[src/verilog/cts_pkg.sv]
// constants and types for the transceiver supervisor
package cts_pkg;

    // ------------------------------------------------------------
    // timing
    // ------------------------------------------------------------
    localparam int unsigned CLK_PERIOD_NS = 50;
    localparam int unsigned CNT_W         = 16;
    localparam logic [15:0] FILTER_CYC        = 16'h0040;
    localparam logic [15:0] WAKE_TIMEOUT_CYC  = 16'h0fa0;
    localparam logic [15:0] CLAMP_DETECT_CYC  = 16'h0028;
    localparam logic [15:0] DOMINANT_TO_CYC   = 16'h07d0;
    localparam int unsigned TXD_RECOVER_NS    = 4000;
    localparam logic [15:0] TXD_RECOVER_CYC   =
        16'((TXD_RECOVER_NS + CLK_PERIOD_NS - 1) / CLK_PERIOD_NS);

    // ------------------------------------------------------------
    // types
    // ------------------------------------------------------------
    typedef enum logic [1:0] {
        CTS_UNPOWERED,
        CTS_STANDBY,
        CTS_NORMAL
    } cts_mode_t;

    typedef enum logic [1:0] {
        CTS_W_IDLE,
        CTS_W_DOM1,
        CTS_W_REC
    } cts_wake_t;

    typedef struct packed {
        cts_mode_t mode;
        logic      silent;
        logic      dom_timeout;
        logic      overtemp;
        logic      wake_pending;
    } cts_status_t;

endpackage : cts_pkg

[src/verilog/cts_supervisor.sv]
// supervisory logic: mode control, wake filter, fail-safe gating
`timescale 1ns/1ns
`default_nettype none
module cts_supervisor (
    // clock and reset
    input  wire logic          clk_i,
    input  wire logic          rst_n_i,
    input  wire logic          ce_i,
    // controller side
    input  wire logic          txd_i,
    input  wire logic          standby_request_in_i,
    output logic               rxd_o,
    // analogue monitors
    input  wire logic          vcc_uv_i,
    input  wire logic          io_supply_uv_i,
    input  wire logic          overtemp_i,
    input  wire logic          bus_level_comparator_i,
    input  wire logic          wake_comparator_i,
    input  wire logic          rxd_pin_i,
    // driver stage controls
    output logic               drv_enable_o,
    output logic               drv_dominant_o,
    output logic               hs_comp_enable_o,
    output logic               wake_comp_enable_o,
    output cts_pkg::cts_status_t status_o
);

    // ------------------------------------------------------------
    // state
    // ------------------------------------------------------------
    cts_pkg::cts_mode_t mode;
    cts_pkg::cts_mode_t next_mode;
    cts_pkg::cts_wake_t wstate;
    logic               uv;
    logic               filt_dom;
    logic [15:0]        filt_cnt;
    logic               filt_rise;
    logic               filt_fall;
    logic [15:0]        wake_cnt;
    logic               wake_pending;
    logic               dom_to;
    logic [15:0]        txd_low_cnt;
    logic [15:0]        txd_high_cnt;
    logic               ot_latch;
    logic               silent;
    logic [15:0]        clamp_cnt;
    logic               next_drv_en;

    assign uv = vcc_uv_i | io_supply_uv_i;

    // ------------------------------------------------------------
    // operating mode
    // ------------------------------------------------------------
    always_comb begin
        next_mode = mode;
        if (uv) begin
            next_mode = cts_pkg::CTS_UNPOWERED;
        end else begin
            unique case (mode)
                cts_pkg::CTS_UNPOWERED,
                cts_pkg::CTS_STANDBY: begin
                    if (!standby_request_in_i && txd_i) begin
                        next_mode = cts_pkg::CTS_NORMAL;
                    end else begin
                        next_mode = cts_pkg::CTS_STANDBY;
                    end
                end
                cts_pkg::CTS_NORMAL: begin
                    if (standby_request_in_i) begin
                        next_mode = cts_pkg::CTS_STANDBY;
                    end
                end
                default: next_mode = cts_pkg::CTS_UNPOWERED;
            endcase
        end
    end

    always_ff @(posedge clk_i) begin
        if (!rst_n_i) begin
            mode <= cts_pkg::CTS_UNPOWERED;
        end else if (ce_i) begin
            mode <= next_mode;
        end
    end

    // ------------------------------------------------------------
    // wake-up phase filter
    // ------------------------------------------------------------
    // level only flips after a full filter time of the opposite level
    always_ff @(posedge clk_i) begin
        if (!rst_n_i || (ce_i && uv)) begin
            filt_dom <= 1'b0;
            filt_cnt <= '0;
        end else if (ce_i) begin
            if (wake_comparator_i == filt_dom) begin
                filt_cnt <= '0;
            end else if (filt_cnt == cts_pkg::FILTER_CYC - 16'h0001) begin
                filt_dom <= wake_comparator_i;
                filt_cnt <= '0;
            end else begin
                filt_cnt <= filt_cnt + 16'h0001;
            end
        end
    end

    assign filt_rise = (wake_comparator_i != filt_dom) && !filt_dom
                       && (filt_cnt == cts_pkg::FILTER_CYC - 16'h0001);
    assign filt_fall = (wake_comparator_i != filt_dom) && filt_dom
                       && (filt_cnt == cts_pkg::FILTER_CYC - 16'h0001);

    // ------------------------------------------------------------
    // wake-up pattern sequencer
    // ------------------------------------------------------------
    // only a fresh dominant edge starts a pattern, so a stuck bus never wakes
    always_ff @(posedge clk_i) begin
        if (!rst_n_i || (ce_i && mode != cts_pkg::CTS_STANDBY)) begin
            wstate       <= cts_pkg::CTS_W_IDLE;
            wake_cnt     <= '0;
            wake_pending <= 1'b0;
        end else if (ce_i) begin
            if (wstate != cts_pkg::CTS_W_IDLE) begin
                wake_cnt <= wake_cnt + 16'h0001;
            end
            unique case (wstate)
                cts_pkg::CTS_W_IDLE: begin
                    wake_cnt <= '0;
                    if (filt_rise) begin
                        wstate <= cts_pkg::CTS_W_DOM1;
                    end
                end
                cts_pkg::CTS_W_DOM1,
                cts_pkg::CTS_W_REC: begin
                    if (wake_cnt >= cts_pkg::WAKE_TIMEOUT_CYC) begin
                        wstate <= cts_pkg::CTS_W_IDLE;
                    end else if (wstate == cts_pkg::CTS_W_DOM1 && filt_fall) begin
                        wstate <= cts_pkg::CTS_W_REC;
                    end else if (wstate == cts_pkg::CTS_W_REC && filt_rise) begin
                        wstate       <= cts_pkg::CTS_W_IDLE;
                        wake_pending <= 1'b1;
                    end
                end
                default: wstate <= cts_pkg::CTS_W_IDLE;
            endcase
        end
    end

    // ------------------------------------------------------------
    // transmit dominant time-out
    // ------------------------------------------------------------
    always_ff @(posedge clk_i) begin
        if (!rst_n_i) begin
            dom_to       <= 1'b0;
            txd_low_cnt  <= '0;
            txd_high_cnt <= '0;
        end else if (ce_i) begin
            if (!txd_i) begin
                txd_high_cnt <= '0;
                if (txd_low_cnt < cts_pkg::DOMINANT_TO_CYC) begin
                    txd_low_cnt <= txd_low_cnt + 16'h0001;
                end else begin
                    dom_to <= 1'b1;
                end
            end else if (!dom_to) begin
                txd_low_cnt <= '0;
            end else if (txd_high_cnt == cts_pkg::TXD_RECOVER_CYC - 16'h0001) begin
                dom_to       <= 1'b0;
                txd_low_cnt  <= '0;
                txd_high_cnt <= '0;
            end else begin
                txd_high_cnt <= txd_high_cnt + 16'h0001;
            end
        end
    end

    // ------------------------------------------------------------
    // overtemperature latch
    // ------------------------------------------------------------
    // the transmit-high term stops the driver chattering on thermal drift
    always_ff @(posedge clk_i) begin
        if (!rst_n_i) begin
            ot_latch <= 1'b0;
        end else if (ce_i) begin
            if (overtemp_i) begin
                ot_latch <= 1'b1;
            end else if (txd_i) begin
                ot_latch <= 1'b0;
            end
        end
    end

    // ------------------------------------------------------------
    // receive clamp detection
    // ------------------------------------------------------------
    always_ff @(posedge clk_i) begin
        if (!rst_n_i) begin
            silent    <= 1'b0;
            clamp_cnt <= '0;
        end else if (ce_i) begin
            if (mode != cts_pkg::CTS_NORMAL || !rxd_pin_i) begin
                silent    <= 1'b0;
                clamp_cnt <= '0;
            end else if (bus_level_comparator_i) begin
                if (clamp_cnt < cts_pkg::CLAMP_DETECT_CYC) begin
                    clamp_cnt <= clamp_cnt + 16'h0001;
                end else begin
                    silent <= 1'b1;
                end
            end else begin
                clamp_cnt <= '0;
            end
        end
    end

    // ------------------------------------------------------------
    // registered outputs
    // ------------------------------------------------------------
    assign next_drv_en = (next_mode == cts_pkg::CTS_NORMAL) && !silent
                         && !dom_to && !ot_latch && !overtemp_i;

    always_ff @(posedge clk_i) begin
        if (!rst_n_i) begin
            drv_enable_o       <= 1'b0;
            drv_dominant_o     <= 1'b0;
            hs_comp_enable_o   <= 1'b0;
            wake_comp_enable_o <= 1'b0;
            rxd_o              <= 1'b1;
            status_o           <= '{cts_pkg::CTS_UNPOWERED, 1'b0, 1'b0, 1'b0, 1'b0};
        end else if (ce_i) begin
            drv_enable_o       <= next_drv_en;
            drv_dominant_o     <= next_drv_en && !txd_i;
            hs_comp_enable_o   <= (next_mode == cts_pkg::CTS_NORMAL);
            wake_comp_enable_o <= !uv;
            if (mode == cts_pkg::CTS_NORMAL) begin
                rxd_o <= !bus_level_comparator_i;
            end else if (mode == cts_pkg::CTS_STANDBY) begin
                rxd_o <= !wake_pending;
            end else begin
                rxd_o <= 1'b1;
            end
            // mode field tracks the same edge as the driver and comparator enables
            status_o <= '{next_mode, silent, dom_to, ot_latch, wake_pending};
        end
    end

endmodule : cts_supervisor
`default_nettype wire

[config.mk]
export PLATFORM = sky130hd
export DESIGN_NAME = cts_supervisor
export DESIGN_NICKNAME = d
export VERILOG_FILES = /design/src/verilog/cts_pkg.sv /design/src/verilog/cts_supervisor.sv
export SDC_FILE = /design/constraint.sdc
export NUM_CORES = 1
export LEC_CHECK = 0
export BUFFER_PORTS_ARGS = -buffer_cell sky130_fd_sc_hd__buf_2
export CAP_MARGIN = 10
export CORE_ASPECT_RATIO = 0.7
export CORE_MARGIN = 5
export CORE_UTILIZATION = 55
export DETAILED_ROUTE_END_ITERATION = 10
export PLACE_DENSITY = 0.73
export SLEW_MARGIN = 20
export SYNTH_ARGS = -nofsm -noshare
export SYNTH_HDL_FRONTEND = slang
export SYNTH_SLANG_ARGS = --single-unit
[constraint.sdc]
create_clock -name clk_i -period 3.4 [get_ports clk_i]
set_input_delay 0.34 -clock clk_i [delete_from_list [all_inputs] [get_ports clk_i]]
set_output_delay 0.34 -clock clk_i [all_outputs]
set_load 0.02 [all_outputs]
==> flow_summary.toml, run 1 <==
[finish]
area_growth_pct = 10.4
finalNonFillerCells = 647
final_common_cell = "dfxtp_1"
layout_common_cells = "98 x dfxtp_1, 64 x nor2_1, 46 x nand2_1"
stdcell_area_mm2 = 0.00507
fin_util = 0.633
drive_above_1_share = 0.106
final_nets = 564
diodes = 0

[die]
core_mm2 = 0.00801
ios = 22
row_count = 27
initial_core_util = 0.573
fp.dieW_um = 119
dieArea_mm2 = 0.0103
die_h_um = 86.4

[logic_synthesis]
synth_edf_count = 0
yosysWarnings = 0
syn_nets = 550
syn_inst = 527
synth-adder-area-share = 0.0327
synth-seq-cells = 98
synth_area_mm2 = 0.00459
async_reset_ff_frac = 0
synthSimpleGateAreaFrac = 0.313
synthFlopType = "dfxtp_1"
synth_cell_type_count = 55
ys_seq_area_frac = 0.427
synth_top_family_by_area = "simple AND/OR/NAND/NOR gates"
muxShareOfSynthArea = 0.0131
synth_compound_area_frac = 0.107
syn_avg_cell_area_um2 = 8.71
synthXorXnorAreaFrac = 0.0763

[setup_path]
required_ns = 3.66
critical_path.startpoint_type = "flip-flop"
path_max_fanout = 5
path_class = "flip-flop to flip-flop"
reg2reg_depth = 5
critPathArrivalTime_ns = 2.42
ff2ff_setup_slack_ns = 1.24
cp-end-kind = "flip-flop"

[clocking]
cts_tree = "done"
cts_buffer_depth = 2
cts_setup_buffers = 0
cts_resized = 0
cts.sinks = 98
cts_hold_buf = 0
clk_latency_ns = 0.33
clk_pin_slew_ns = 0.06
cts_buffers = 9
cts-root-buf = "clkbuf_16"
h-tree-depth = 3

[placement]
placed_area_mm2 = 0.00475
dp.cells = 631
place.gp.congestion = 0.867
dp_hpwl_um = 6770
portBuffers = 21

[pwr]
vdd_ir_drop_max_v = 0.000313
power_density_mw_per_mm2 = 457
leakagePower_nw = 1.78

[global_routing]
grt_max_degree = 24
grtUsageTotal = 0.196
grt_overflow = 0
antenna_found_initial = 0
grt_pass1_vias = 3505
grt_pass1_wl_um = 16800

[drt]
vias = 3768
drt_iter0_markers = 198
antenna_left = 0
viasPerCell = 5.82
first_pass_iters = 5
wire_per_inst_um = 14.7
routed_wl_um = 9540
drc = 0

[run]
drv_cap = 0

[sta]
period_needed_ns = 2.16
fmax_ghz = 0.463
hold_violations = 0
finalCritPeriodShare = 0.636
worstMarginPinSlew_ns = 0.912
slew-limit-headroom = 0.389
slew_violations = 0
finalSetupTns_ns = 0
fin_skew_ns = 0.00621
setup_viol = 0
rsz0062_at_grt = "false"

[min_path]
min_path_type = "primary input to flip-flop"
hold_depth = 3

[outcome]
status = "completed"
-- flip-flops by register name, summed over array words and instances (netlist names) --
signal,flops
clamp_cnt,16
filt_cnt,16
txd_high_cnt,16
txd_low_cnt,16
wake_cnt,16
status_o,6
wstate,2
dom_to,1
drv_dominant_o,1
drv_enable_o,1
filt_dom,1
hs_comp_enable_o,1
ot_latch,1
rxd_o,1
silent,1
wake_comp_enable_o,1
wake_pending,1
-- Yosys cell counts (12+ instances only) --
cell type   n  area (um^2)
clkbuf_1   15         56.3
ha_1       12          150
xnor2_1    23          201
a21oi_1    21          105
nand2_1    46          173
inv_1      13         48.8
and3_1     17          106
dfxtp_1    98         1960
xor2_1     17          149
nand3_1    29          145
nand4_1    18          113
and2_1     15         93.8
nor2_1     64          240
-- worst max-delay path, cell delays in order (launching register included) --
cell	delay [ns]
dfxtp_1	0.39
ha_1	0.25
or4bb_1	0.50
nor4_1	0.43
or3b_1	0.39
a21oi_1	0.14
-- per-stage QoR --
step                hold slack, ns  setup slack (ns)  power, mW
floorplan                    0.422              1.44       1.26
global placement             0.431              1.09       1.29
detailed placement           0.444              1.03       1.29
CTS                          0.312              1.29       2.34
global route                 0.328              1.08       2.41
finish                       0.309              1.24       2.31
-- where the power goes --
group	switching, mW	leakage [nW]	internal, mW
clock	0.400	0.156	0.651
sequential	0.00736	0.791	1.16
combinational	0.0722	0.836	0.0280
-- cells by family after synthesis --
| logic type | after synthesis |
|---|---|
| muxes | 6 |
| adders and majority gates | 12 |
| buffers and inverters | 35 |
| DFF | 98 |
| AOI/OAI and AO/OA | 78 |
| and+or+nand+nor | 258 |
| xor gates and xnor gates | 40 |
-- area by class of cell --
type | count | area (um^2)
inverter | 16 | 60.1
clock buffer | 15 | 288
multi-input combinational | 394 | 2490
clock inverter | 1 | 30.0
tap | 101 | 126
sequential | 98 | 1960
timing repair buffer | 22 | 113
fill | 706 | 2940
-- metal layers --
layer | wire length [um] | vias up | GRT usage
li1 | - | 1906 | -
met1 | 4870 | 1778 | 0.282
met2 | 4110 | 80 | 0.292
met3 | 506 | 4 | 0.0496
met4 | 51 | 0 | 0.0547
met5 | 0 | - | 0
-- worst paths after layout --
check,startpoint,end
setup / recovery,filt_cnt[0],filt_dom
setup reg to reg,filt_cnt[0],filt_dom
hold reg to reg,clamp_cnt[5],clamp_cnt[5]
hold / removal,overtemp_i,ot_latch
Note: power is estimated with default switching activity, not from simulation.
==> run 2: changes to the inputs <==
==> constraint.sdc (replaced) <==
create_clock -name clk_i -period 2 [get_ports clk_i]
set_input_delay 0.2 -clock clk_i [delete_from_list [all_inputs] [get_ports clk_i]]
set_output_delay 0.2 -clock clk_i [all_outputs]
set_load 0.02 [all_outputs]
==> run 2 against run 1 <==
Compared with the run above:
- the flow now finishes with violations (negative setup slack)
- sequential share of layout area decreased by 1.6 points
- clock skew increased by 0.0017 ns
- power increased by 67%
- design area increased by 4.4%
- wire length increased by 8.6%
- first-iteration DRC count increased by 27%
- hold slack got worse by 0.17 ns
- largest power group unchanged
- highest routed layer unchanged
==> flow_summary.toml, run 2 (synthesis results as in run 1) <==
[finish]
final_nets = 587
stdcell_area_mm2 = 0.00529
regArea_mm2 = 0.00196
finalNonFillerCells = 670
multi_input_area_mm2 = 0.00257
layout_common_cells = "98 x dfxtp_1, 63 x nor2_1, 46 x nand2_1"
fill_cells = 666
drive_above_1_share = 0.158
area_growth_pct = 15.3
diodes = 0
final_common_cell = "dfxtp_1"

[sta]
setup_ws_ns = -0.0290
slew-limit-headroom = 0.612
fin_skew_ns = 0.00789
finalSetupTns_ns = -0.0316
period_needed_ns = 2.03
worstMarginPinSlew_ns = 0.582
rsz0062_at_grt = "true"
finalCritPeriodShare = 1.01
hold_violations = 0
setup_viol = 2
fmax_ghz = 0.493
slew_violations = 0

[placement]
placed_area_mm2 = 0.00492
place.gp.congestion = 0.879
dpl_worst_slack_ns = -0.0969
dp.cells = 652
portBuffers = 21
dp_hpwl_um = 7260

[die]
fp.dieW_um = 119
row_count = 27
initial_core_util = 0.573
die_h_um = 86.4
ios = 22
dieArea_mm2 = 0.0103
core_mm2 = 0.00801

[setup_path]
reg2reg_depth = 5
cp-end-kind = "flip-flop"
critical_path.startpoint_type = "flip-flop"
critPathArrivalTime_ns = 2.27
path_max_fanout = 4
required_ns = 2.24
ff2ff_setup_slack_ns = -0.03
timing.rr.end = "txd_low_cnt[6]"
path_class = "flip-flop to flip-flop"
r2r-start = "txd_low_cnt[15]"

[clocking]
clk_pin_slew_ns = 0.07
clk_latency_ns = 0.35
cts_tree = "done"
cts_buffers = 9
cts-root-buf = "clkbuf_16"
cts_buffer_depth = 2
cts_hold_buf = 0
h-tree-depth = 3
cts.sinks = 98

[global_routing]
grt_max_degree = 23
antenna_found_initial = 0
grtUsageTotal = 0.209
grt_pass1_wl_um = 17500
grt_overflow = 0
grt_pass1_vias = 3766

[min_path]
hold_end = "ot_latch"
min_path_type = "primary input to flip-flop"
hp-start = "overtemp_i"
hold_depth = 3

[drt]
routed_wl_um = 10400
drc = 0
first_pass_iters = 5
wire_per_inst_um = 15.5
drt_iter0_markers = 252
viasPerCell = 5.90
vias = 3951
antenna_left = 0

[pwr]
leakagePower_nw = 1.90
vdd_ir_drop_max_v = 0.000454
power_density_mw_per_mm2 = 731

[outcome]
status = "finished with violations"
violations = "negative setup slack"

[run]
drv_cap = 0
run 2: cell types whose count changed in the layout (fill, tap and decap cells not counted), sizes merged:
cell / delta
buf: +22
clkbuf: -6
clkinv: +6
or4: +1
run 2: final cells by class:
type	count	area share
multi-input combinational	395	0.485
clock inverter	7	0.0113
clock buffer	9	0.0425
inverter	16	0.0113
tap	101	0.0239
timing repair buffer	44	0.0548
sequential	98	0.371
run 2: where the power goes:
part / switching (mW) / internal (mW) / total (mW)
registers: 0.0125 / 1.96 / 1.98
logic: 0.134 / 0.0684 / 0.203
clock network: 0.736 / 0.956 / 1.69
run 2: worst max path at each step:
stage,startpoint,to,slack (ns)
floorplan,txd_low_cnt[15],txd_low_cnt[4],0.04
global placement,filt_cnt[1],wstate[0],0.002
detailed placement,filt_cnt[1],filt_dom,-0.1
CTS,txd_low_cnt[15],txd_low_cnt[5],-0.02
global route,txd_low_cnt[15],txd_low_cnt[4],-0.06
finish,txd_low_cnt[15],txd_low_cnt[6],-0.03
run 2: layer usage:
metal	wire length, um	part of all wire	up-vias	track usage
met5	0	0	-	0
met1	5110	0.49	1868	0.281
met2	4530	0.44	102	0.325
met3	579	0.056	15	0.0581
li1	-	-	1966	-
met4	147	0.014	0	0.0747
run 2: stage by stage:
| step | hold WS, ns | power, mW | utilization |
|---|---|---|---|
| global placement | 0.435 | 2.21 | 0.615 |
| global route | 0.159 | 4.02 | 0.661 |
| CTS | 0.148 | 3.89 | 0.655 |
| floorplan | 0.366 | 2.14 | - |
| finish | 0.143 | 3.87 | 0.661 |
| detailed placement | 0.448 | 2.21 | 0.615 |
run 2: repair_timing:
action,4_1_cts,5_1_grt
setup endpoints to repair,7,11
cloned,0,1
pin swaps,0,9
gates resized for setup,5,8
setup buffers,1,0
run 2: critical path, cell delays in order, from the launching register on:
cell      delay [ns]
dfxtp_1         0.32
or4_4           0.55
or4_4           0.59
and4bb_1        0.31
xnor2_1         0.11
nor2_1          0.05
